`src/sif_pkg.sv`:
```
package sif_pkg;

  // ----------------------------------------------------------------------
  // Register map
  // ----------------------------------------------------------------------
  localparam logic [11:0] SIF_FLAGS_OFS = 12'h040;
  localparam logic [11:0] SIF_CLEAR_OFS = 12'h044;
  localparam logic [11:0] SIF_MASK_OFS = 12'h048;
  localparam logic [11:0] SIF_IRQ_OFS = 12'h04C;
  localparam logic [31:0] SIF_FLAGS_RST = 32'h0000_0000;
  localparam logic [31:0] SIF_MASK_RST = 32'h0000_0000;

  // ----------------------------------------------------------------------
  // Flag layout
  // ----------------------------------------------------------------------
  localparam int SIF_NUM_CH = 16;
  localparam int SIF_NUM_FLAGS = 23;
  localparam int SIF_SCAN_BIT = 16;
  localparam int SIF_DEC_BIT = 17;
  localparam int SIF_DECODER_ERROR_FLAG_BIT = 18;
  localparam int SIF_DATAV_BIT = 19;
  localparam int SIF_LEVEL_BIT = 20;
  localparam int SIF_BUFFER_OVERFLOW_FLAG_BIT = 21;
  localparam int SIF_COUNTER_OVERFLOW_FLAG_BIT = 22;

  // AXI4-Lite response codes.
  localparam logic [1:0] SIF_RESP_OKAY = 2'h0;
  localparam logic [1:0] SIF_RESP_SLVERR = 2'h2;

  // Event pulses from the sensing datapath.
  typedef struct packed {
    logic counter_overflow;
    logic buffer_overflow;
    logic buffer_full;
    logic data_available;
    logic decoder_error;
    logic decoder_request;
    logic scan_done;
    logic [15:0] channel_trigger;
  } sif_events_t;

endpackage : sif_pkg

```
`src/sif_flag_bank.sv`:
```
`timescale 1ns/1ns
// Sticky flag bank: hardware sets, write-one clears, set wins over clear.
module sif_flag_bank
  import sif_pkg::*;
#(
  parameter int WIDTH = 23
) (
  // Clock and reset.
  input wire logic clk_i,
  input wire logic rst_i,
  // Set and clear vectors.
  input wire logic [WIDTH-1:0] set_i,
  input wire logic [WIDTH-1:0] clear_i,
  // Flag state.
  output logic [WIDTH-1:0] flags_o
);

  logic [WIDTH-1:0] flags_reg;
  logic [WIDTH-1:0] flags_next;

  // Next flags: clear first, then set so a coincident event survives.
  always_comb begin
    flags_next = (flags_reg & ~clear_i) | set_i;
  end

  // Flag storage, zero after reset.
  always_ff @(posedge clk_i) begin
    if (rst_i) begin
      flags_reg <= SIF_FLAGS_RST[WIDTH-1:0];
    end else begin
      flags_reg <= flags_next;
    end
  end

  assign flags_o = flags_reg;

endmodule : sif_flag_bank

```
`src/sif_irq_flags.sv`:
```
// The AXI4-Lite slave port is this design's own decision.
`timescale 1ns/1ns
// Interrupt flag capture for the sensor interface with an AXI4-Lite slave.
module sif_irq_flags
  import sif_pkg::*;
(
  // Clock and reset.
  input wire logic clk_i,
  input wire logic rst_i,
  // Event pulses from the sensing datapath.
  input wire sif_events_t events_i,
  // AXI4-Lite write address channel.
  input wire logic [11:0] s_axi_awaddr_i,
  input wire logic s_axi_awvalid_i,
  output logic s_axi_awready_o,
  // AXI4-Lite write data channel.
  input wire logic [31:0] s_axi_wdata_i,
  input wire logic [3:0] s_axi_wstrb_i,
  input wire logic s_axi_wvalid_i,
  output logic s_axi_wready_o,
  // AXI4-Lite write response channel.
  output logic [1:0] s_axi_bresp_o,
  output logic s_axi_bvalid_o,
  input wire logic s_axi_bready_i,
  // AXI4-Lite read address channel.
  input wire logic [11:0] s_axi_araddr_i,
  input wire logic s_axi_arvalid_i,
  output logic s_axi_arready_o,
  // AXI4-Lite read data channel.
  output logic [31:0] s_axi_rdata_o,
  output logic [1:0] s_axi_rresp_o,
  output logic s_axi_rvalid_o,
  input wire logic s_axi_rready_i,
  // Interrupt.
  output logic irq_o
);

  // ----------------------------------------------------------------------
  // Helpers
  // ----------------------------------------------------------------------

  // Applies byte strobes to a write word.
  function automatic logic [31:0] sif_strobe(input logic [31:0] data, input logic [3:0] strb);
    logic [31:0] res;
    res = 32'h0000_0000;
    for (int b = 0; b < 4; b++) begin
      if (strb[b]) begin
        res[b*8 +: 8] = data[b*8 +: 8];
      end
    end
    return res;
  endfunction : sif_strobe

  // Widens a flag vector to a bus word with zero upper bits.
  function automatic logic [31:0] sif_word(input logic [SIF_NUM_FLAGS-1:0] v);
    return {{(32 - SIF_NUM_FLAGS){1'b0}}, v};
  endfunction : sif_word

  // Word-aligned register offset; the two low address bits select nothing.
  function automatic logic [11:0] sif_align(input logic [11:0] addr);
    return {addr[11:2], 2'b00};
  endfunction : sif_align

  // ----------------------------------------------------------------------
  // Event mapping
  // ----------------------------------------------------------------------
  logic [SIF_NUM_FLAGS-1:0] set_vec;
  logic [SIF_NUM_FLAGS-1:0] clear_vec;
  logic [SIF_NUM_FLAGS-1:0] flags;

  // Places each event pulse at its flag position.
  always_comb begin
    set_vec = '0;
    set_vec[SIF_COUNTER_OVERFLOW_FLAG_BIT] = events_i.counter_overflow;
    set_vec[SIF_BUFFER_OVERFLOW_FLAG_BIT] = events_i.buffer_overflow;
    set_vec[SIF_LEVEL_BIT] = events_i.buffer_full;
    set_vec[SIF_DATAV_BIT] = events_i.data_available;
    set_vec[SIF_DECODER_ERROR_FLAG_BIT] = events_i.decoder_error;
    set_vec[SIF_DEC_BIT] = events_i.decoder_request;
    set_vec[SIF_SCAN_BIT] = events_i.scan_done;
    set_vec[SIF_NUM_CH-1:0] = events_i.channel_trigger;
  end

  sif_flag_bank #(
    .WIDTH(SIF_NUM_FLAGS)
  ) u_flags (
    .clk_i(clk_i),
    .rst_i(rst_i),
    .set_i(set_vec),
    .clear_i(clear_vec),
    .flags_o(flags)
  );

  // ----------------------------------------------------------------------
  // Write channel
  // ----------------------------------------------------------------------
  logic aw_full_reg;
  logic aw_full_next;
  logic [11:0] aw_addr_reg;
  logic [11:0] aw_addr_next;
  logic w_full_reg;
  logic w_full_next;
  logic [31:0] w_data_reg;
  logic [31:0] w_data_next;
  logic bvalid_reg;
  logic bvalid_next;
  logic [1:0] bresp_reg;
  logic [1:0] bresp_next;
  logic [SIF_NUM_FLAGS-1:0] mask_reg;
  logic [SIF_NUM_FLAGS-1:0] mask_next;
  logic do_write;

  assign s_axi_awready_o = !aw_full_reg && !bvalid_reg;
  assign s_axi_wready_o = !w_full_reg && !bvalid_reg;
  assign do_write = aw_full_reg && w_full_reg && !bvalid_reg;

  // Holds address and data until both are present, then commits the write.
  always_comb begin
    aw_full_next = aw_full_reg;
    aw_addr_next = aw_addr_reg;
    w_full_next = w_full_reg;
    w_data_next = w_data_reg;
    bvalid_next = bvalid_reg;
    bresp_next = bresp_reg;
    mask_next = mask_reg;
    clear_vec = '0;
    if (s_axi_awvalid_i && s_axi_awready_o) begin
      aw_full_next = 1'b1;
      aw_addr_next = s_axi_awaddr_i;
    end
    if (s_axi_wvalid_i && s_axi_wready_o) begin
      w_full_next = 1'b1;
      w_data_next = sif_strobe(s_axi_wdata_i, s_axi_wstrb_i);
    end
    if (do_write) begin
      aw_full_next = 1'b0;
      w_full_next = 1'b0;
      bvalid_next = 1'b1;
      bresp_next = SIF_RESP_OKAY;
      unique case (sif_align(aw_addr_reg))
        SIF_CLEAR_OFS: clear_vec = w_data_reg[SIF_NUM_FLAGS-1:0];
        SIF_MASK_OFS: mask_next = w_data_reg[SIF_NUM_FLAGS-1:0];
        SIF_FLAGS_OFS, SIF_IRQ_OFS: bresp_next = SIF_RESP_OKAY;
        default: bresp_next = SIF_RESP_SLVERR;
      endcase
    end
    if (bvalid_reg && s_axi_bready_i) begin
      bvalid_next = 1'b0;
    end
  end

  // Write channel registers.
  always_ff @(posedge clk_i) begin
    if (rst_i) begin
      aw_full_reg <= 1'b0;
      aw_addr_reg <= 12'h000;
      w_full_reg <= 1'b0;
      w_data_reg <= 32'h0000_0000;
      bvalid_reg <= 1'b0;
      bresp_reg <= SIF_RESP_OKAY;
      mask_reg <= SIF_MASK_RST[SIF_NUM_FLAGS-1:0];
    end else begin
      aw_full_reg <= aw_full_next;
      aw_addr_reg <= aw_addr_next;
      w_full_reg <= w_full_next;
      w_data_reg <= w_data_next;
      bvalid_reg <= bvalid_next;
      bresp_reg <= bresp_next;
      mask_reg <= mask_next;
    end
  end

  assign s_axi_bvalid_o = bvalid_reg;
  assign s_axi_bresp_o = bresp_reg;

  // ----------------------------------------------------------------------
  // Read channel
  // ----------------------------------------------------------------------
  logic rvalid_reg;
  logic rvalid_next;
  logic [31:0] rdata_reg;
  logic [31:0] rdata_next;
  logic [1:0] rresp_reg;
  logic [1:0] rresp_next;

  assign s_axi_arready_o = !rvalid_reg;

  // Captures read data on address acceptance and holds it until taken.
  always_comb begin
    rvalid_next = rvalid_reg;
    rdata_next = rdata_reg;
    rresp_next = rresp_reg;
    if (s_axi_arvalid_i && s_axi_arready_o) begin
      rvalid_next = 1'b1;
      rresp_next = SIF_RESP_OKAY;
      unique case (sif_align(s_axi_araddr_i))
        SIF_FLAGS_OFS: rdata_next = sif_word(flags);
        SIF_CLEAR_OFS: rdata_next = 32'h0000_0000;
        SIF_MASK_OFS: rdata_next = sif_word(mask_reg);
        SIF_IRQ_OFS: rdata_next = sif_word(flags & mask_reg);
        default: begin
          rdata_next = 32'h0000_0000;
          rresp_next = SIF_RESP_SLVERR;
        end
      endcase
    end else if (rvalid_reg && s_axi_rready_i) begin
      rvalid_next = 1'b0;
    end
  end

  // Read channel registers.
  always_ff @(posedge clk_i) begin
    if (rst_i) begin
      rvalid_reg <= 1'b0;
      rdata_reg <= 32'h0000_0000;
      rresp_reg <= SIF_RESP_OKAY;
    end else begin
      rvalid_reg <= rvalid_next;
      rdata_reg <= rdata_next;
      rresp_reg <= rresp_next;
    end
  end

  assign s_axi_rvalid_o = rvalid_reg;
  assign s_axi_rdata_o = rdata_reg;
  assign s_axi_rresp_o = rresp_reg;

  // ----------------------------------------------------------------------
  // Interrupt
  // ----------------------------------------------------------------------
  logic irq_reg;
  logic irq_next;

  // Interrupt level, high while any unmasked flag is set.
  always_comb begin
    irq_next = |(flags & mask_reg);
  end

  // Registered so that the pin cannot glitch while flags and mask change together.
  always_ff @(posedge clk_i) begin
    if (rst_i) begin
      irq_reg <= 1'b0;
    end else begin
      irq_reg <= irq_next;
    end
  end

  assign irq_o = irq_reg;

endmodule : sif_irq_flags

```
`config.mk`:
```
export PLATFORM = sky130hd
export DESIGN_NAME = sif_irq_flags
export DESIGN_NICKNAME = d
export VERILOG_FILES = /design/src/sif_pkg.sv /design/src/sif_flag_bank.sv /design/src/sif_irq_flags.sv
export SDC_FILE = /design/constraint.sdc
export NUM_CORES = 1
export LEC_CHECK = 0
export BUFFER_PORTS_ARGS = -buffer_cell sky130_fd_sc_hd__buf_2
export CORE_MARGIN = 4
export CORE_UTILIZATION = 45
export DETAILED_ROUTE_END_ITERATION = 10
export GPL_ROUTABILITY_DRIVEN = 0
export PLACE_DENSITY = 0.76
export SLEW_MARGIN = 20
export SYNTH_ARGS = -nofsm -noshare
export SYNTH_HDL_FRONTEND = slang
export SYNTH_HIERARCHICAL = 1
export SYNTH_SLANG_ARGS = --single-unit
```
`constraint.sdc`:
```
create_clock -name clk_i -period 1.8 [get_ports clk_i]
set_input_delay 0.09 -clock clk_i [delete_from_list [all_inputs] [get_ports clk_i]]
set_output_delay 0.09 -clock clk_i [all_outputs]
set_load 0.01 [all_outputs]
```
==> flow_summary.ini <==
[status]
run_status = completed

[critical_path]
cp_peak_stage_delay_ns = 0.36
worst-setup-path-type = reg -> reg
critical_path.startpoint_type = flop
cell_at_the_slowest_stage_of_the_critical_path = sky130_fd_sc_hd__dfxtp_1
critical_path_arrival_ns = 1.97
path_cells = and3b_1 -> nand3_2 -> nor3b_4 -> buf_12 -> and2_1 -> nand2b_1 -> a21oi_2
required_ns = 2.04
critical_path.endpoint_type = flop
crit_fanout = 23

[grt]
groute.layer.met1.usage = 0.2553
first_global_vias = 4120
globalRouteMet3Util = 0.04756
grt_usage = 0.2006
busiest_layer = met2
largest_net_degree_at_the_start_of_global_routing = 49
grt_overflow_total = 0
wire_length_of_the_first_global_routing_pass_um = 19080
antenna_found_initial = 0
use_met2 = 0.3297

[sta]
final.setup.worst_slack_ns = 0.06772
final.setup.tns_ns = 0
maxSlewViolCount = 0
setup_viols_final = 0
finClkSkew_ns = 0.01192
min_period_over_period = 0.9624
hold_violations = 0
rsz_0062_raised_after_global_routing = false
finalCriticalPeriod_ns = 1.732
maxClockFrequency_ghz = 0.5773
hold-worst-slack_ns = 0.01068

[yosys]
syn-instance-count = 534
yosys.cell_types.count = 35
fraction_of_synthesis_flops_using_an_asynchronous_set_or_reset_pin = 0
yosysMostFrequentCell = sky130_fd_sc_hd__dfxtp_1
ys_top_cells_by_count = sky130_fd_sc_hd__dfxtp_1, sky130_fd_sc_hd__a21oi_1, sky130_fd_sc_hd__nor2_1, sky130_fd_sc_hd__nand2_1, sky130_fd_sc_hd__nand2b_1
synth-edff-count = 0
synth-warning-count = 6
synth_seq_cells = 109
syn-cell-area_um2 = 4662
netlist.area_leader.share = 0.4681
synth_top_area_cell = sky130_fd_sc_hd__dfxtp_1
synth.avg_cell_area_um2 = 8.730
synth-seq-area-share = 0.4681
ys_top_cells_by_area = sky130_fd_sc_hd__dfxtp_1, sky130_fd_sc_hd__a21oi_1, sky130_fd_sc_hd__nand2b_1
synth-main-ff-cell = sky130_fd_sc_hd__dfxtp_1

[detailed_routing]
wire_per_inst_um = 14.57
drc = 0
dr_vias = 4134
initialDrtViolationCount = 190
wirelength_um = 11840
number_of_search_and_repair_iterations_in_the_first_detailed_routing_pass = 4
route.detailed.vias_per_inst = 5.085
antenna_nets_post_route = 0

[finish]
layout-drive-gt1-share = 0.2059
finalNonFillerCells = 813
antenna_cell_count = 0
nNetsFinal = 767
area_delta_synth_final_pct = 27.51
layout.core_utilization = 0.5999
nFillCells = 862

[placed_design]
place.port_buffers = 106
detailed_place_hpwl_um = 8212
placement.setup.worst_slack_ns = 0.02985
placedCellCount = 748

[clock_network]
clk_pin_slew_worst_paths_ns = 0.09
cts_sinks = 109
clock-root-buffer = sky130_fd_sc_hd__clkbuf_8
numCtsBuffers = 9
clock_tree.htree_level_count = 3
tritoncts_clock_tree = done
clkLatencyLatePin_ns = 0.37
post-cts-setup-buffer-count = 0
cts_buffer_depth = 2

[floorplanning]
design.die.area_um2 = 12050
core_um2 = 9910
die_height_um = 109.8
die_x_um = 109.8
placementRows = 36
io_pins = 132
floorplan.initialDensity = 0.4705

[worst_hold_path]
hold_path_class = in -> reg

[power_and_ir_drop]
max-vdd-ir-drop_v = 0.0004611
pwr_density_cell_nw_per_um2 = 745.1
static-leakage-power_nw = 2.671

[job]
maxCapViolations = 0
-- cell type report --
type / instances / area, um2 / share of cell area
clock buffer: 11 / 141.4 / 0.02378
sequential: 109 / 2185 / 0.3675
inverter: 25 / 93.84 / 0.01579
clock inverter: 3 / 23.77 / 0.003999
timing repair buffer: 169 / 1146 / 0.1928
tap: 133 / 166.4 / 0.02799
multi-input combinational: 363 / 2188 / 0.3681
-- worst max-delay path, delay by kind of cell (launching register included) --
kind | cells | cell delay (ns)
flip-flops | 1 | 0.36
AND/OR/NAND/NOR | 5 | 0.99
AO/OA/AOI/OAI | 1 | 0.07
buffers and inverters | 1 | 0.18
-- cell families (layout without fill, tap and decap cells) --
group           Yosys count  in the layout  share of synthesized area
buf+inv                  72            208                    0.07649
other cells               1             11                  0.0008044
compound gates          121            121                     0.1753
simple gates            208            208                     0.2300
flops                   109            109                     0.4681
mux                      23             23                    0.04938
-- cell usage in the layout (no fill, tap or decap), types with 2 or more instances in the layout --
cell type	instances
sky130_fd_sc_hd__dlygate4sd3_1	51
sky130_fd_sc_hd__clkinvlp_4	2
sky130_fd_sc_hd__buf_4	12
sky130_fd_sc_hd__nand2_1	45
sky130_fd_sc_hd__dfxtp_2	2
sky130_fd_sc_hd__a22oi_1	8
sky130_fd_sc_hd__nand2b_1	43
sky130_fd_sc_hd__a21oi_1	59
sky130_fd_sc_hd__and2_1	24
sky130_fd_sc_hd__nor2_1	54
sky130_fd_sc_hd__nand4_1	2
sky130_fd_sc_hd__or2b_1	6
sky130_fd_sc_hd__a2bb2oi_1	23
sky130_fd_sc_hd__conb_1	11
sky130_fd_sc_hd__dfxtp_1	107
sky130_fd_sc_hd__buf_2	105
sky130_fd_sc_hd__a32oi_1	23
sky130_fd_sc_hd__inv_1	25
sky130_fd_sc_hd__nand3_1	23
sky130_fd_sc_hd__clkbuf_8	10
sky130_fd_sc_hd__mux2i_1	23
sky130_fd_sc_hd__o21a_1	2
-- report_power, final --
group / internal (W) / leakage (nW) / switching, W
logic: 0.000268 / 1.70 / 0.000280
registers: 0.00250 / 0.891 / 0.0000777
clock network: 0.000530 / 0.0775 / 0.000777
total: 0.00330 / 2.67 / 0.00113
-- metal layers --
| metal | vias to the layer above | wire, um |
|---|---|---|
| met5 | - | 0 |
| met2 | 139 | 5702 |
| li1 | 2088 | - |
| met3 | 23 | 873 |
| met4 | 0 | 247 |
| met1 | 1884 | 5022 |
-- stage by stage --
stage / total power, W / cell area (um2)
after detailed placement: 0.003074 / 5239
final: 0.004429 / 5944
after global placement: 0.003054 / 5239
after CTS: 0.004443 / 5914
after global routing: 0.004632 / 5944
after floorplan: 0.002911 / 4700
-- timing repair --
item,CTS,global route
setup endpoints to repair,0,24
hold buffers,51,0
endpoints found under the hold margin,50,0
gates resized for setup,0,7
-- final timing paths --
path	from	to	slack [ns]	cells past startpoint
setup / recovery	s_axi_bvalid_o$_SDFFE_PP0P_	u_flags/flags_o[9]$_SDFF_PP0_	0.07	7
hold / removal	s_axi_wdata_i[14]	w_data_reg[14]$_SDFFE_PP0P_	0.01	3
setup reg to reg	s_axi_bvalid_o$_SDFFE_PP0P_	u_flags/flags_o[9]$_SDFF_PP0_	0.07	7
hold reg to reg	w_data_reg[14]$_SDFFE_PP0P_	w_data_reg[14]$_SDFFE_PP0P_	0.47	2
(Power assumes the default switching activity.)
